<file path="src/rtl/wake_timer_pkg.sv">
// Package for the self wake-up timer: map, fields, reset values, prescale and request types
package wake_timer_pkg;

	// ****************************************
	// Register indices (byte address = 4 * index)
	// ****************************************
	localparam logic [7:0] IDX_WAKE_RELOAD_BYTE   = 8'h86;
	localparam logic [7:0] IDX_WAKE_TIMER_CONTROL = 8'h8F;
	localparam logic [7:0] IDX_WAKE_IRQ_STATUS    = 8'h90;
	localparam logic [7:0] IDX_WAKE_IRQ_MASK      = 8'h91;
	localparam logic [7:0] IDX_GLOBAL_IRQ_CTRL    = 8'h92;
	localparam logic [7:0] IDX_WAKE_COUNT_VIEW    = 8'h93;

	// ****************************************
	// Field positions
	// ****************************************
	localparam int CTRL_FLAG_BIT   = 4;
	localparam int CTRL_RUN_BIT    = 3;
	localparam int CTRL_PS_MSB     = 2;
	localparam int STAT_FLAG_BIT   = 0;
	localparam int MASK_ENABLE_BIT = 0;
	localparam int GIE_BIT         = 0;

	// ****************************************
	// Reset values and counts
	// ****************************************
	localparam logic [7:0]  RELOAD_RESET   = 8'h00;
	localparam logic [2:0]  PRESCALE_RESET = 3'h0;
	localparam logic [7:0]  COUNT_TOP      = 8'hFF;
	localparam logic [10:0] PRESC_ZERO     = 11'h000;
	localparam int          OSC_RATE_KHZ   = 10;

	// ****************************************
	// Prescale encodings
	// ****************************************
	typedef enum logic [2:0] {
		PS_DIV1, PS_DIV4, PS_DIV16, PS_DIV64,
		PS_DIV256, PS_DIV512, PS_DIV1024, PS_DIV2048
	} prescale_sel_t;

	// ****************************************
	// Wishbone request bundle
	// ****************************************
	typedef struct packed {
		logic       cyc;
		logic       stb;
		logic       we;
		logic [3:0] sel;
		logic [7:0] idx;
		logic [7:0] dat;
	} wb_req_t;

endpackage : wake_timer_pkg

</file>
<file path="src/rtl/osc_tick_sync.sv">
// Synchroniser and rising-edge tick for the low-speed oscillator input
`timescale 1ns/100ps
`default_nettype none
module osc_tick_sync
	import wake_timer_pkg::*;
(
	input  wire logic CLK,
	input  wire logic RST,
	input  wire logic osc_in,
	output var  logic tick
);

	// ****************************************
	// State
	// ****************************************
	typedef struct packed {
		logic meta;
		logic sync;
		logic last;
		logic tick;
	} sync_state_t;

	sync_state_t st_q;
	sync_state_t st_d;

	always_comb begin
		st_d      = st_q;
		st_d.meta = osc_in;
		st_d.sync = st_q.meta;
		st_d.last = st_q.sync;
		st_d.tick = st_q.sync & ~st_q.last;
	end

	always_ff @(posedge CLK or posedge RST) begin
		if (RST) begin
			st_q <= '0;
		end else begin
			st_q <= st_d;
		end
	end

	assign tick = st_q.tick;

endmodule : osc_tick_sync
`default_nettype wire

</file>
<file path="src/rtl/self_wakeup_timer.sv">
// Self wake-up timer with prescaler, auto-reload counter and Wishbone slave
// ****************************************
// Functional notes
// ****************************************
// Functional notes
// RQ1: The timer keeps counting while the device is in Idle or Power-down.
// RQ2: The count clock comes only from the internal slow oscillator of about 10 kHz.
// RQ3: Software keeps the system clock at least twice the slow oscillator rate.
// RQ4: While running, the timer keeps its oscillator requested in Idle and Power-down.
// RQ5: Software enables the oscillator itself and waits for it to settle.
// RQ6: The core is an 8-bit auto-reload up-counter advanced by prescaled ticks.
// RQ7: The 3-bit prescale field picks 1/1,1/4,1/16,1/64,1/256,1/512,1/1024,1/2048.
// RQ8: Control bit 3 starts the timer when 1 and halts it when 0.
// RQ9: Rolling over from FFH sets the overflow flag and reloads the counter together.
// RQ10: The overflow flag at control bit 4 stays set until software clears it.
// RQ11: The flag raises an interrupt when timer and global interrupt enables are both 1.
// RQ12: Software writes the reload register only while the timer is halted.
// RQ13: Software avoids a reload of FFH with prescale 1/1.
// RQ14: The reload register is an 8-bit value readable and writable by software.
// RQ15: Starting the timer loads the counter from the reload value.
// RQ16: Oscillator ticks cross into the system clock domain without loss.
`timescale 1ns/100ps
`default_nettype none
module self_wakeup_timer
	import wake_timer_pkg::*;
#(
	parameter int ADR_W = 10
)(
	input  wire logic             CLK,
	input  wire logic             RST,
	input  wire logic             WB_CYC_I,
	input  wire logic             WB_STB_I,
	input  wire logic             WB_WE_I,
	input  wire logic [ADR_W-1:0] WB_ADR_I,
	input  wire logic [3:0]       WB_SEL_I,
	input  wire logic [31:0]      WB_DAT_I,
	output var  logic [31:0]      WB_DAT_O,
	output var  logic             WB_ACK_O,
	input  wire logic             LOW_OSC_IN,
	input  wire logic             IDLE_MODE,
	input  wire logic             POWER_DOWN,
	output var  logic             OSC_KEEP_ON,
	output var  logic             WAKE_EVENT,
	output var  logic             IRQ
);

	// ****************************************
	// State
	// ****************************************
	typedef struct packed {
		logic [7:0]    reload;
		logic [7:0]    count;
		logic [10:0]   presc;
		prescale_sel_t ps_sel;
		logic          run;
		logic          flag;
		logic          irq_en;
		logic          gie;
		logic          ack;
		logic [31:0]   rdata;
		logic          keep_on;
		logic          wake;
		logic          irq;
	} timer_state_t;

	timer_state_t st_q;
	timer_state_t st_d;

	wb_req_t req;
	logic    osc_tick;

	// ****************************************
	// Oscillator tick crossing
	// ****************************************
	osc_tick_sync u_tick (          // [RQ2] [RQ16]
		.CLK    (CLK),
		.RST    (RST),
		.osc_in (LOW_OSC_IN),
		.tick   (osc_tick)
	);

	// ****************************************
	// Helpers
	// ****************************************
	function automatic logic [10:0] presc_last(input prescale_sel_t sel);
		case (sel)                                 // [RQ7]
			PS_DIV1:    presc_last = 11'h000;
			PS_DIV4:    presc_last = 11'h003;
			PS_DIV16:   presc_last = 11'h00F;
			PS_DIV64:   presc_last = 11'h03F;
			PS_DIV256:  presc_last = 11'h0FF;
			PS_DIV512:  presc_last = 11'h1FF;
			PS_DIV1024: presc_last = 11'h3FF;
			default:    presc_last = 11'h7FF;
		endcase
	endfunction : presc_last

	function automatic logic hit(input wb_req_t r, input logic [7:0] idx);
		hit = (r.idx == idx);
	endfunction : hit

	always_comb begin
		req     = '0;
		req.cyc = WB_CYC_I;
		req.stb = WB_STB_I;
		req.we  = WB_WE_I;
		req.sel = WB_SEL_I;
		req.idx = WB_ADR_I[9:2];
		req.dat = WB_DAT_I[7:0];
	end

	// ****************************************
	// Next state
	// ****************************************
	logic access;
	logic wr;
	logic step;
	logic ovf;
	logic start;
	logic flag_clr;

	always_comb begin
		st_d     = st_q;
		access   = req.cyc & req.stb & ~st_q.ack;
		wr       = access & req.we & req.sel[0];
		step     = 1'b0;
		ovf      = 1'b0;
		start    = 1'b0;
		flag_clr = 1'b0;

		// Bus handshake
		st_d.ack = access;
		st_d.rdata = '0;

		// Register writes
		if (wr && hit(req, IDX_WAKE_RELOAD_BYTE)) begin
			st_d.reload = req.dat;                         // [RQ14]
		end else if (wr && hit(req, IDX_WAKE_TIMER_CONTROL)) begin
			st_d.run    = req.dat[CTRL_RUN_BIT];           // [RQ8]
			st_d.ps_sel = prescale_sel_t'(req.dat[CTRL_PS_MSB:0]);
			start       = req.dat[CTRL_RUN_BIT] & ~st_q.run;
			flag_clr    = ~req.dat[CTRL_FLAG_BIT];         // [RQ10]
		end else if (wr && hit(req, IDX_WAKE_IRQ_STATUS)) begin
			flag_clr    = req.dat[STAT_FLAG_BIT];          // [RQ10]
		end else if (wr && hit(req, IDX_WAKE_IRQ_MASK)) begin
			st_d.irq_en = req.dat[MASK_ENABLE_BIT];
		end else if (wr && hit(req, IDX_GLOBAL_IRQ_CTRL)) begin
			st_d.gie    = req.dat[GIE_BIT];
		end

		// Register reads
		if (access && !req.we) begin
			if (hit(req, IDX_WAKE_RELOAD_BYTE)) begin
				st_d.rdata[7:0] = st_q.reload;                 // [RQ14]
			end else if (hit(req, IDX_WAKE_TIMER_CONTROL)) begin
				st_d.rdata[CTRL_FLAG_BIT]      = st_q.flag;
				st_d.rdata[CTRL_RUN_BIT]       = st_q.run;
				st_d.rdata[CTRL_PS_MSB:0]      = st_q.ps_sel;
			end else if (hit(req, IDX_WAKE_IRQ_STATUS)) begin
				st_d.rdata[STAT_FLAG_BIT]      = st_q.flag;
			end else if (hit(req, IDX_WAKE_IRQ_MASK)) begin
				st_d.rdata[MASK_ENABLE_BIT]    = st_q.irq_en;
			end else if (hit(req, IDX_GLOBAL_IRQ_CTRL)) begin
				st_d.rdata[GIE_BIT]            = st_q.gie;
			end else if (hit(req, IDX_WAKE_COUNT_VIEW)) begin
				st_d.rdata[7:0]                = st_q.count;
			end else begin
				st_d.rdata = '0;
			end
		end

		// Prescaler and counter, never gated by power mode
		if (start) begin
			st_d.count = st_q.reload;                      // [RQ15]
			st_d.presc = PRESC_ZERO;
		end else if (st_q.run && osc_tick) begin         // [RQ1] [RQ6]
			if (st_q.presc >= presc_last(st_q.ps_sel)) begin  // [RQ7]
				st_d.presc = PRESC_ZERO;
				step       = 1'b1;
			end else begin
				st_d.presc = st_q.presc + 11'h001;
			end
		end
		if (step) begin
			if (st_q.count == COUNT_TOP) begin
				ovf        = 1'b1;
				st_d.count = st_q.reload;                    // [RQ9]
			end else begin
				st_d.count = st_q.count + 8'h01;             // [RQ6]
			end
		end

		// Overflow flag: set wins over clear
		if (ovf) begin
			st_d.flag = 1'b1;                              // [RQ9] [RQ10]
		end else if (flag_clr) begin
			st_d.flag = 1'b0;
		end

		// Registered outputs
		st_d.wake    = ovf;
		st_d.irq     = st_d.flag & st_d.irq_en & st_d.gie;        // [RQ11]
		st_d.keep_on = st_d.run & (IDLE_MODE | POWER_DOWN);      // [RQ4]
	end

	// ****************************************
	// Registers
	// ****************************************
	always_ff @(posedge CLK or posedge RST) begin
		if (RST) begin
			st_q        <= '0;
			st_q.reload <= RELOAD_RESET;
			st_q.ps_sel <= prescale_sel_t'(PRESCALE_RESET);
		end else begin
			st_q <= st_d;
		end
	end

	// ****************************************
	// Outputs
	// ****************************************
	assign WB_DAT_O    = st_q.rdata;
	assign WB_ACK_O    = st_q.ack;
	assign OSC_KEEP_ON = st_q.keep_on;
	assign WAKE_EVENT  = st_q.wake;
	assign IRQ         = st_q.irq;

endmodule : self_wakeup_timer
`default_nettype wire

</file>
<file path="config.mk">
export PLATFORM = sky130hd
export DESIGN_NAME = self_wakeup_timer
export DESIGN_NICKNAME = d
export VERILOG_FILES = /design/src/rtl/wake_timer_pkg.sv /design/src/rtl/osc_tick_sync.sv /design/src/rtl/self_wakeup_timer.sv
export SDC_FILE = /design/constraint.sdc
export NUM_CORES = 1
export LEC_CHECK = 0
export BUFFER_PORTS_ARGS = -buffer_cell sky130_fd_sc_hd__buf_4
export CAP_MARGIN = 25
export CORE_MARGIN = 1
export CORE_UTILIZATION = 53
export CTS_BUF_LIST = sky130_fd_sc_hd__clkbuf_4
export CTS_CLUSTER_SIZE = 16
export DETAILED_ROUTE_END_ITERATION = 8
export GPL_TIMING_DRIVEN = 0
export PLACE_DENSITY = 0.82
export SETUP_SLACK_MARGIN = 0.4
export SLEW_MARGIN = 5
export SYNTH_ARGS = -nofsm -noshare
export SYNTH_HDL_FRONTEND = slang
export SYNTH_SLANG_ARGS = --single-unit
</file>
<file path="constraint.sdc">
create_clock -name CLK -period 2.6 [get_ports CLK]
set_input_delay 0.13 -clock CLK [delete_from_list [all_inputs] [get_ports CLK]]
set_output_delay 0.13 -clock CLK [all_outputs]
set_load 0.03 [all_outputs]
</file>
==> impl.org, run 1 <==
** Critical path
- For the worst flop-to-flop path, the logic depth is 13.
- Critical R2R Launch :: st_q[42]
- Worst reg2reg endpoint :: st_q[55]
- Data on the critical path arrives at its endpoint at 2.82 ns.
- In this run the worst setup path begins at st_q[42].
- In this run the register-to-register setup slack is roughly 0.066 ns.
- The critical path in this run is classified as reg -> reg.
- The worst setup path is captured at a flop.
- Required time of the worst setup path :: 2.89 ns
- The worst setup path is launched from a flop.
- Of all nets on the critical path, the largest fanout is 5.

** Routing
- Using the TritonRoute via totals, the vias-per-cell ratio works out to approximately 5.7.
- Wire length on met3 :: ~660 um
- Violation count after the first detailed-route iteration :: 226
- Residual DRC :: 0
- Mean routed wirelength per cell :: 16.13 um
- Top routing layer in use :: met4
- Wire length the detailed router placed on met1 :: 2811 um
- Via Count :: between 2000 and 3000
- Routed Antenna Nets :: 0
- The first TritonRoute pass finished after 5 iterations.
- In the detailed route, the total length drawn on met2 is ~3700 um.
- After detailed routing, the total wire length is 7322 um.

** Worst hold path
- Worst hold path type :: in -> reg
- The startpoint identified for the worst hold timing path is WB_DAT_I[0].
- End point of the most critical hold path :: st_q[37]
- Counting instances, the worst hold path has a depth of 2.

** Power and ir drop
- Dividing total power by cell area gives a power density of ~350 nW/um^2.
- Static leakage power :: about 1.9 nW
- Total power draw :: approximately 1.4 mW
- The worst-case IR drop observed on VDD is 0.0003468 V.

** Timing
- The number of pins exceeding their max-slew limit in the final report came to 0.
- Headroom to the max-slew limit came out at 47.47%.
- The worst path in the final design needs a cycle of roughly 2.5 ns, including I/O delays and setup.
- Setup repair after global routing missed its margin :: yes
- Timing would allow up to between 300 and 400 MHz.
- The worst path uses between 90% and 100% of the clock period.
- Setup violations remaining at the end of the flow were counted as 0.
- At the pin with the least slew margin, the transition time is about 0.8 ns.
- The number of endpoints with negative hold slack in the final report came to 0.
- Final setup skew :: roughly 0.014 ns
- Final worst-path setup slack :: between 0.06 and 0.07 ns

** Clocking
- Clock buffers created by TritonCTS :: 5
- Skew-Pair Late Insertion Delay :: approximately 0.39 ns
- Buffer cell driving the clock tree root :: sky130_fd_sc_hd__clkbuf_4
- Count of clock tree sinks :: 50
- In this run the number of H-tree levels came out at 2.
- The clock passes through at most 2 buffers.
- TritonCTS built the clock tree.
- Clock slew at the register clock pins of the worst setup and hold paths :: ~0.16 ns

** Layout
- From synthesis to final layout, the design area changed by 34.62%.
- Fraction of layout instances using a drive strength above 1 :: around two fifths
- Number of fill cells :: between 300 and 400
- N_diodes :: 0
- For this run, the post-layout net count is between 400 and 500.
- Post-layout instance area :: about 4000 um^2

** Floorplanning
- The die is between 70 and 80 um tall.
- Core Footprint :: ~5200 um^2
- After floorplanning, the core was divided into 26 placement rows.
- Initial cell density of the core :: between 50 and 60%
- I/O Pins :: 90
- The die is between 70 and 80 um wide.
- Die outline area :: a little under 6000 um^2

** Placement
- Once placement finished, the instance area stood at 3410 um^2.
- At the placement stage, the worst setup path has a slack of ~0.010 ns.
- Number of buffers inserted by port buffering :: 36
- Detailed placement HPWL :: 4439 um
- The congestion estimate from routability-driven global placement came to 0.8624.

** Job
- Max-cap violations in this run came to 0.

** Global route
- The first global-routing pass estimated approximately 11000 um of wire.
- The number of antenna violations at the first check in global routing was 0.
- Entering global routing, the biggest net connects 43 pins.
- Global routing finished with a remaining overflow of 0.
- Overall global routing resource usage :: around 23%
- The number of global-route vias before repair is roughly 2300.

** Logic synthesis
- Average footprint of a synthesized cell :: between 10 and 15 um^2
- Synth Warn # :: 0
- Most frequently used flop master after synthesis :: sky130_fd_sc_hd__dfrtp_1
- Counting flops with a built-in enable in the synthesized netlist gives 0.
- For this run, the register share of the synthesized area comes to 42.84%.
- Number of register bits inferred by synthesis :: 50
- Post-synthesis instance area :: approximately 2900 um^2
- Synthesis handed over a netlist of around 300 instances.
- Fraction of synthesis flops using an asynchronous set or reset pin :: 100.0%
- Counting distinct cell types in the post-synthesis netlist gives 51.

** Status
- Run status :: finished clean
-- cells by family (layout without fill, tap and decap cells) --
kind of cell / after synthesis / count (layout) / synth area share, %
AND/OR/NAND/NOR: 100 / 101 / 18.38
AO/OA/AOI/OAI: 56 / 56 / 12.90
flip-flops: 50 / 50 / 42.84
buffers and inverters: 48 / 116 / 10.88
multiplexers: 20 / 20 / 8.098
adder cells (fa/ha/maj): 13 / 13 / 5.570
XOR/XNOR: 4 / 4 / 1.200
other: 1 / 24 / 0.1284
-- layer usage --
layer / track usage [%] / vias to the layer above
met2: 38.83 / 164
met4: 9.038 / 0
met5: 0 / -
li1: - / 1171
met3: 4.431 / 20
met1: 29.33 / 1216
-- synth_stat cells (all sizes together), types with 2 or more instances --
library cell  instances  share of area, %
a21oi                 9               1.5
nor2b                 4              0.86
nor2                 23               3.0
mux2                 16               6.2
nand2b                4               1.1
dfrtp                50                43
o41ai                 2              0.60
nand2                28               3.6
o21ai                19               3.3
a22oi                 6               1.5
and2b                 2              0.51
nand3                15               2.6
and3                  6               1.3
o211ai                3              0.77
a21o                  2              0.51
ha                   13               5.6
nor3                  3              0.51
a22o                  2              0.60
a222oi                4               1.4
or3                   2              0.43
nor3b                 3               1.3
inv                  10               1.3
nand4                 3              0.64
xor2                  2              0.60
xnor2                 2              0.60
buf                  37               9.5
mux2i                 3               1.0
-- final cells by class --
type	count	area [um^2]	share of cell area, %
Clock buffer	5	37.54	0.9548
Sequential cell	50	1254	31.89
Buffer	38	307.8	7.829
Clock inverter	3	20.02	0.5092
Inverter	10	37.54	0.9548
Timing Repair Buffer	60	525.5	13.37
Multi-Input combinational cell	218	1662	42.27
Tap cell	70	87.58	2.228
-- placed cells by master, fill, tap and decap left out, types with 6 or more instances in the layout --
master,Yosys,layout
sky130_fd_sc_hd__inv_1,10,8
sky130_fd_sc_hd__o21ai_0,19,8
sky130_fd_sc_hd__mux2_2,16,16
sky130_fd_sc_hd__o21ai_2,0,8
sky130_fd_sc_hd__dlygate4sd3_1,0,10
sky130_fd_sc_hd__ha_1,13,9
sky130_fd_sc_hd__a22oi_1,6,6
sky130_fd_sc_hd__buf_4,32,77
sky130_fd_sc_hd__nand2_1,28,25
sky130_fd_sc_hd__dfrtp_1,50,48
sky130_fd_sc_hd__conb_1,1,24
sky130_fd_sc_hd__nand3_1,15,13
sky130_fd_sc_hd__nor2_1,22,19
-- repair_timing --
item	CTS	global route
hold endpoints to repair	60	0
buffers inserted	7	5
hold buffers	10	0
cloned	0	2
endpoints found under the setup margin	19	22
gates resized for setup	27	32
pin swaps	10	12
-- how the worst max path moves through the flow --
stage	slack (ns)	to	cells past startpoint
after floorplan	0.34	st_q[57]	10
after global placement	0.09	st_q[59]	9
after detailed placement	0.01	st_q[59]	10
after CTS	0.18	st_q[60]	10
after global routing	-0.02	st_q[56]	12
final	0.07	st_q[55]	13
-- registers in the layout (all words and copies together), names as in the netlist --
signal / count
st_q: 34
WB_DAT_O: 8
u_tick.st_d: 2
IRQ: 1
OSC_KEEP_ON: 1
WAKE_EVENT: 1
WB_ACK_O: 1
u_tick.st_q: 1
u_tick.tick: 1
-- stage by stage --
step                      utilization (%)  TNS [ns]  hold slack, ns  instances
after floorplan                         -         0          0.1614        315
after global placement              65.12         0          0.2407        421
after global routing                75.53  -0.01774        0.007813        454
final                               75.53         0         0.02210        454
after CTS                           71.30         0        0.001218        447
after detailed placement            65.50         0         0.06366        422
-- power breakdown --
part | switching (mW) | internal (mW) | total (mW) | leakage [nW]
combinational | 0.118 | 0.0937 | 0.212 | 1.25
clock | 0.262 | 0.106 | 0.368 | 0.0292
sequential | 0.0123 | 0.789 | 0.802 | 0.646
-- worst max-delay path, stage by stage (launching register included) --
cell and delay [ns]:
sky130_fd_sc_hd__dfrtp_1 0.42, sky130_fd_sc_hd__buf_8 0.14, sky130_fd_sc_hd__a21oi_4 0.20, sky130_fd_sc_hd__ha_4 0.25
sky130_fd_sc_hd__and3_4 0.15, sky130_fd_sc_hd__a221o_1 0.37, sky130_fd_sc_hd__nand2_2 0.12, sky130_fd_sc_hd__buf_6 0.11
sky130_fd_sc_hd__a21o_4 0.17, sky130_fd_sc_hd__buf_12 0.12, sky130_fd_sc_hd__nand2_8 0.06, sky130_fd_sc_hd__buf_8 0.14
sky130_fd_sc_hd__nor2_1 0.13, sky130_fd_sc_hd__a21oi_1 0.07
Note: power is estimated with default switching activity, not from simulation.
==> inputs of run 2 (changes only) <==
REMOVE_ABC_BUFFERS = 1   (was not set)
==> run 2 against run 1 <==
  * First-iteration DRC count increased by 31%
  * Sequential power barely moved
  * Die area did not move
  * Count of clock-buffer cells in the layout is 1 higher
  * Critical endpoint is now st_q[59]
  * Wire length is 5.8% lower
  * Clock power down 3%
  * Sequential cell count did not move
==> impl.org, run 2 (synthesis gave the netlist of run 1 again) <==
** Status
- Run status :: finished clean

** Routing
- Violation count after the first detailed-route iteration :: approximately 300
- Mean routed wirelength per cell :: between 15 and 20 um
- Number of vias per cell :: about 5.7
- After detailed routing, the number of remaining DRC violations is 0.
- The routed layout has between 2000 and 2500 vias.
- The routed design uses around 420 um of met3 wire.
- DRT Pass-1 Iters :: 6
- Wire length after detailed routing :: 6900 um
- Top routing layer in use :: met4
- Wire length the detailed router placed on met1 :: between 2000 and 3000 um
- Routed wl met2 :: between 3000 and 4000 um
- Once detail routing completed, the nets flagged for antenna violations numbered 0.

** Placement
- Detailed placement finished with a half-perimeter wire length of a little over 4000 um.
- Area of placed instances :: just over 3000 um^2
- At the end of routability-driven placement, the weighted congestion stood at 0.8314.
- Buffers placed on the I/O ports in this run total 36.
- OpenSTA, run right after detailed placement, puts the worst setup slack at -0.3061 ns.

** Job
- The tool flagged a number of max-cap violations equal to 0.

** Power and ir drop
- After layout, the design draws a total of about 1.3 mW.
- Areal power density over the cells :: 371.8 nW/um^2
- Peak ir drop on the vdd network :: between 0.0003 and 0.0004 V
- Static leakage power :: approximately 1.7 nW

** Floorplanning
- Die Span Y :: between 70 and 80 um
- After floorplanning, the core was sized to cover roughly 5200 um^2.
- The initial utilization of the core area, before any placement, comes to a little under three fifths.
- From left edge to right edge, the die measures approximately 76 um.
- I/O Pins :: 90
- Die outline area :: 5811 um^2
- Number of standard-cell rows in the floorplan :: 26

** Layout
- Most common cell after layout, fill and taps aside :: sky130_fd_sc_hd__buf_4
- Relative to the synthesized area, the layout overhead comes to 23.82%.
- Post-layout instance area :: between 3000 and 4000 um^2
- Fraction of layout instances using a drive strength above 1 :: 35.13%
- Max reg flops :: 34
- Counting flops per register, the top entry is st_q.
- The sequential cells in the finished layout cover a total of 1255 um^2.
- The number of antenna diodes in the final layout is 0.
- Most frequent cells in the layout :: sky130_fd_sc_hd__buf_4, sky130_fd_sc_hd__dfrtp_1, sky130_fd_sc_hd__nand2_1
- Final Net Count :: roughly 420
- Combined area of the multi-input logic cells :: about 1600 um^2
- The layout has approximately 380 filler cells.

** Timing
- Setup repair after global routing missed its margin :: yes
- The clock arrives with 0.01364 ns of skew.
- After layout, the worst setup slack is approximately 0.084 ns.
- Pins over their slew limit :: 0
- Summed over all failing endpoints, the final setup total negative slack is 0 ns.
- Setup violations remaining at the end of the flow were counted as 0.
- Relative slew slack :: between 50 and 60%
- Counting I/O delays and the setup requirement, the final critical path takes 2.516 ns.
- For this run, the top clock speed supported by timing is just under 400 MHz.
- The number of endpoints with negative hold slack in the final report was 0.
- After layout, the worst path uses between 90% and 100% of the clock period.
- Pin slew with the least headroom to its limit :: around 0.74 ns

** Clocking
- Clock slew at the register clock pins of the worst setup and hold paths :: roughly 0.14 ns
- Counting the buffers created by CTS gives 5.
- # H-tree levels :: 2
- For the worst-skew pair, the clock arrives at the later sink with an insertion delay of around 0.37 ns.
- Count of clock tree sinks :: 50
- Buffer cell driving the clock tree root :: sky130_fd_sc_hd__clkbuf_4
- TritonCTS built the clock tree.
- Number of buffers on the longest clock path :: 2

** Critical path
- The critical path in this run is classified as reg -> reg.
- Crit path max fanout :: 7
- The worst setup path is captured at a flop.
- The worst setup path is launched from a flop.
- Required time of the worst setup path :: 2.86 ns
- Data arrival time at the worst-slack endpoint :: between 2 and 3 ns

** Global route
- Initial antenna violation count :: 0
- The total overflow left after global routing is 0.
- Via count of the first global-routing pass :: ~2300
- Largest net degree at the start of global routing :: 30
- Global-route wire length before repair :: about 11000 um
- Overall global routing resource usage :: 23.11%

** Worst hold path
- The path class of the tightest hold or removal check is in -> reg.
run 2: what timing repair did:
item,in CTS,in global routing
endpoints found under the setup margin,21,22
hold buffers,8,1
endpoints found under the hold margin,27,1
pin swaps,18,8
buffers inserted,17,5
gates resized for setup,40,19
run 2: routing by layer:
metal  global-route usage (%)  vias to the layer above
li1                         -                     1114
met1                    29.72                     1178
met2                    39.01                      115
met3                    4.192                       20
met4                    8.269                        0
met5                        0                        -
run 2: cell type report:
class	instances	area share, %
clock buffer	6	1.246
sequential	50	34.71
clock inverter	2	0.2422
timing repair buffer	68	15.92
tap	70	2.422
inverter	10	1.038
multi-input combinational	217	44.43
run 2: critical path: stages, from the launching register on:
cell                      delay, ns
sky130_fd_sc_hd__dfrtp_2       0.44
sky130_fd_sc_hd__buf_4         0.16
sky130_fd_sc_hd__nand3_1       0.10
sky130_fd_sc_hd__ha_1          0.30
sky130_fd_sc_hd__nand2_1       0.08
sky130_fd_sc_hd__nor2_1        0.25
sky130_fd_sc_hd__a41oi_2       0.19
sky130_fd_sc_hd__buf_4         0.19
sky130_fd_sc_hd__a21oi_4       0.17
sky130_fd_sc_hd__nand2_4       0.09
sky130_fd_sc_hd__buf_6         0.15
sky130_fd_sc_hd__o21ai_0       0.21
sky130_fd_sc_hd__a32oi_1       0.08
run 2: final timing paths:
check | cells after the start | endpoint | start | slack, ns
hold / removal | 2 | st_q[42] | WB_DAT_I[2] | 0.02
hold reg to reg | 0 | u_tick.st_d[1] | u_tick.st_d[2] | 0.37
setup reg to reg | 12 | st_q[59] | st_q[41] | 0.08
max in group asynchronous | 4 | st_q[65] | RST | 1.74
min in group asynchronous | 3 | WB_DAT_O[0] | RST | 0.33
setup / recovery | 12 | st_q[59] | st_q[41] | 0.08
run 2: report_power, final:
group          switching [mW]  total [mW]  internal, mW
logic                   0.113       0.186        0.0732
clock network           0.245       0.358         0.113
registers              0.0116       0.801         0.789
total                   0.369        1.34         0.975
run 2: stage by stage:
| step | hold slack (ns) | util, % | std cells |
|---|---|---|---|
| floorplan | 0.1614 | - | 277 |
| global route | 0.007160 | 69.47 | 423 |
| CTS | 0.006338 | 67.26 | 417 |
| detailed placement | 0.1946 | 59.64 | 384 |
| finish | 0.01749 | 69.47 | 423 |
| global placement | 0.2401 | 59.25 | 383 |
==> inputs of run 3 (changes only) <==
CORE_UTILIZATION = 48   (was 53)
HOLD_SLACK_MARGIN = 0.02   (was not set)
PLACE_DENSITY = 0.79   (was 0.82)
SLEW_MARGIN = not set   (was 5)
clock period = 2.2 ns   (was 2.6 ns; I/O delays follow)
==> run 3 against run 2 <==
  * The run now ends with negative setup slack left
  * First-iteration DRC count down 50%
  * Fmax rose by 1.8%
  * Sequential power grew 18%
  * Register-to-register slack got worse by 0.36 ns
  * Critical endpoint is now st_q[60]
  * Highest routed layer unchanged
==> impl.org, run 3 (synthesis gave the netlist of run 1 again) <==
** Routing
- Wire length after detailed routing :: ~6400 um
- DRT Pass-1 Iters :: 5
- Mean routed wirelength per cell :: ~15 um
- The routed layout has approximately 2300 vias.
- Number of vias per cell :: around 5.5
- Routed Antenna Nets :: 0
- Violation count after the first detailed-route iteration :: roughly 150
- Residual DRC :: 0

** Clocking
- Buffers inserted during clock tree synthesis total 5.
- In this run the clock root is driven by a sky130_fd_sc_hd__clkbuf_4.
- CTS built an H-tree with a depth of 2.
- Number of buffers on the longest clock path :: 2
- Clock tree from TritonCTS :: yes
- Clock-pin slew was measured on the worst setup and hold paths at around 0.16 ns.
- Count of clock tree sinks :: 50
- Skew-Pair Late Insertion Delay :: 0.38 ns

** Timing
- Static timing analysis puts the maximum clock frequency at approximately 400 MHz.
- In the post-route analysis, the smallest setup slack over all paths is -0.2728 ns.
- The worst pin sits at a relative slew slack of around 49%.
- On the final layout, the worst hold slack is 0.06345 ns.
- The number of endpoints with negative hold slack in the final report was 0.
- After routing, the total negative slack on setup checks comes to -3.106 ns.
- Final setup skew :: around 0.021 ns
- Time the final worst path needs with I/O delays and setup :: 2.473 ns
- Final setup violation count :: 17
- Pin slew with the least headroom to its limit :: 0.7562 ns
- Pins over their slew limit :: 0
- Of the available clock period, the critical path in the final layout requires 112.4%.
- Setup repair after global routing could not meet its margin everywhere.

** Layout
- Area growth from synthesis to final layout :: 24.38%
- N_diodes :: 0
- The top cell types in the final layout, fill and taps aside, are sky130_fd_sc_hd__dfrtp_1, sky130_fd_sc_hd__buf_4, sky130_fd_sc_hd__conb_1.
- The filler cells instantiated in the layout total between 400 and 500.
- Max reg flops :: 34
- Register ranked first by flip-flop count :: st_q
- Most common cell after layout, fill and taps aside :: sky130_fd_sc_hd__dfrtp_1
- The net count of the finished layout is around 420.
- For this run, the share of the core covered by cells in the final layout is between 60% and 70%.
- With fillers left out, the area of the finished cells amounts to between 3000 and 4000 um^2.
- In the final layout, the share of cells above drive strength 1 is approximately a third.

** Floorplanning
- The floorplan step defined a core boundary enclosing between 5000 and 6000 um^2.
- Measured along the x axis, the die boundary spans about 80 um.
- The initialized floorplan defines 28 standard-cell rows.
- Die Span Y :: about 80 um
- I/O Pins :: 90
- Initial cell density of the core :: between 40% and 50%
- Die outline area :: 6400 um^2

** Worst hold path
- End point of the most critical hold path :: WB_ACK_O
- The worst hold path passes through 2 cells.
- The worst hold path belongs to the class in -> reg.
- Startpoint of the worst hold path :: WB_CYC_I

** Critical path
- Nature of the critical path endpoint :: flop
- STA classifies the critical path startpoint as a flop.
- The endpoint identified for the worst register-to-register timing path is st_q[60].
- STA puts the critical path data arrival time at roughly 2.7 ns.
- Kind of critical path :: reg -> reg
- Crit path max fanout :: 4
- Worst-case register-to-register setup slack :: -0.27 ns
- Data on the critical path is required at its endpoint by 2.47 ns.
- Critical R2R Launch :: st_q[41]
- For the worst flop-to-flop path, the logic depth is 10.

** Global route
- The number of antenna violations at the first check in global routing came to 0.
- Via count of the first global-routing pass :: 2250
- Remaining Overflow, GRT :: 0
- Global-route wire length before repair :: about 11000 um
- Entering global routing, the biggest net connects 44 pins.
- Overall global routing resource usage :: 21.25%

** Power and ir drop
- Areal power density over the cells :: 441.9 nW/um^2
- The design draws between 1.5 and 2 mW.
- Static leakage power :: 1.764 nW
- Peak ir drop on the vdd network :: approximately 0.00038 V

** Status
- Violations in the final reports :: negative setup slack
- The flow ran to the end, but the final reports show violations.

** Placement
- The wire-length estimate of the detail-placed layout is about 4200 um.
- Once placement finished, the instance area stood at 3110 um^2.
- Gp weighted congestion :: slightly below 0.9
- Port buffering added 36 buffers.

** Job
- Number of maximum-capacitance constraint violations :: 0
## run 3: cell types whose count changed in the layout (fill, tap and decap cells not counted), moves of 3 or more
cell / delta
sky130_fd_sc_hd__buf_6: -3
sky130_fd_sc_hd__nor2_1: -3
sky130_fd_sc_hd__nand2_1: -3
sky130_fd_sc_hd__o21ai_0: -3
sky130_fd_sc_hd__buf_4: -4
sky130_fd_sc_hd__nand2_2: +3
sky130_fd_sc_hd__dlygate4sd3_1: +3
sky130_fd_sc_hd__o21ai_1: +5
## run 3: final cells by class
cell class,count,area [um^2],area share (%)
clock inverter,3,21.27,0.5856
inverter,10,37.54,1.033
timing repair buffer,64,541.8,14.92
multi-input combinational,217,1645,45.30
tap,75,93.84,2.584
sequential,50,1255,34.55
clock buffer,5,37.54,1.033
## run 3: timing repair
item	4_1_cts	5_1_grt
endpoints found under the setup margin	22	24
cloned	0	0
setup buffers	14	1
endpoints found under the hold margin	66	0
pin swaps	17	9
hold buffers	12	0
resized for setup	49	17
## run 3: power by group
group	leakage [nW]	total, mW	switching, mW	internal [mW]
Clock	0.0328	0.435	0.309	0.126
Sequential	0.644	0.946	0.0128	0.933
Combinational	1.09	0.225	0.134	0.0908
## run 3: stage by stage
stage / std cells / worst slack (ns)
2_1_floorplan: 277 / -0.3433
3_3_place_gp: 388 / -0.6728
3_5_place_dp: 389 / -0.6987
4_1_cts: 423 / -0.2309
5_1_grt: 424 / -0.3513
6_report: 424 / -0.2728
## run 3: worst max path at each step
stage,start,slack (ns),depth (start not counted),endpoint
after global placement,st_q[40],-0.67,9,st_q[57]
final,st_q[41],-0.27,10,st_q[60]
after detailed placement,st_q[40],-0.70,9,st_q[57]
after global routing,st_q[41],-0.35,10,st_q[57]
after CTS,st_q[41],-0.23,10,st_q[60]
after floorplan,st_q[41],-0.34,9,st_q[57]
## run 3: critical path, stage by stage, from the launching register on
cell and delay [ns]:
sky130_fd_sc_hd__dfrtp_2 0.46, sky130_fd_sc_hd__or3_4 0.42, sky130_fd_sc_hd__ha_4 0.28, sky130_fd_sc_hd__nor2b_1 0.04, sky130_fd_sc_hd__o21ai_1 0.14, sky130_fd_sc_hd__a41oi_2 0.10
sky130_fd_sc_hd__buf_4 0.17, sky130_fd_sc_hd__a21o_4 0.23, sky130_fd_sc_hd__or3_4 0.34, sky130_fd_sc_hd__nand3_2 0.08, sky130_fd_sc_hd__o211ai_1 0.09
## run 3: per-layer routing
| metal | vias up | global-route usage [%] | wire [um] |
|---|---|---|---|
| met5 | - | 0 | 0 |
| met4 | 0 | 5.893 | 46 |
| met3 | 5 | 4.457 | 424 |
| met2 | 83 | 34.70 | 3168 |
| met1 | 1138 | 28.47 | 2742 |
| li1 | 1101 | - | - |
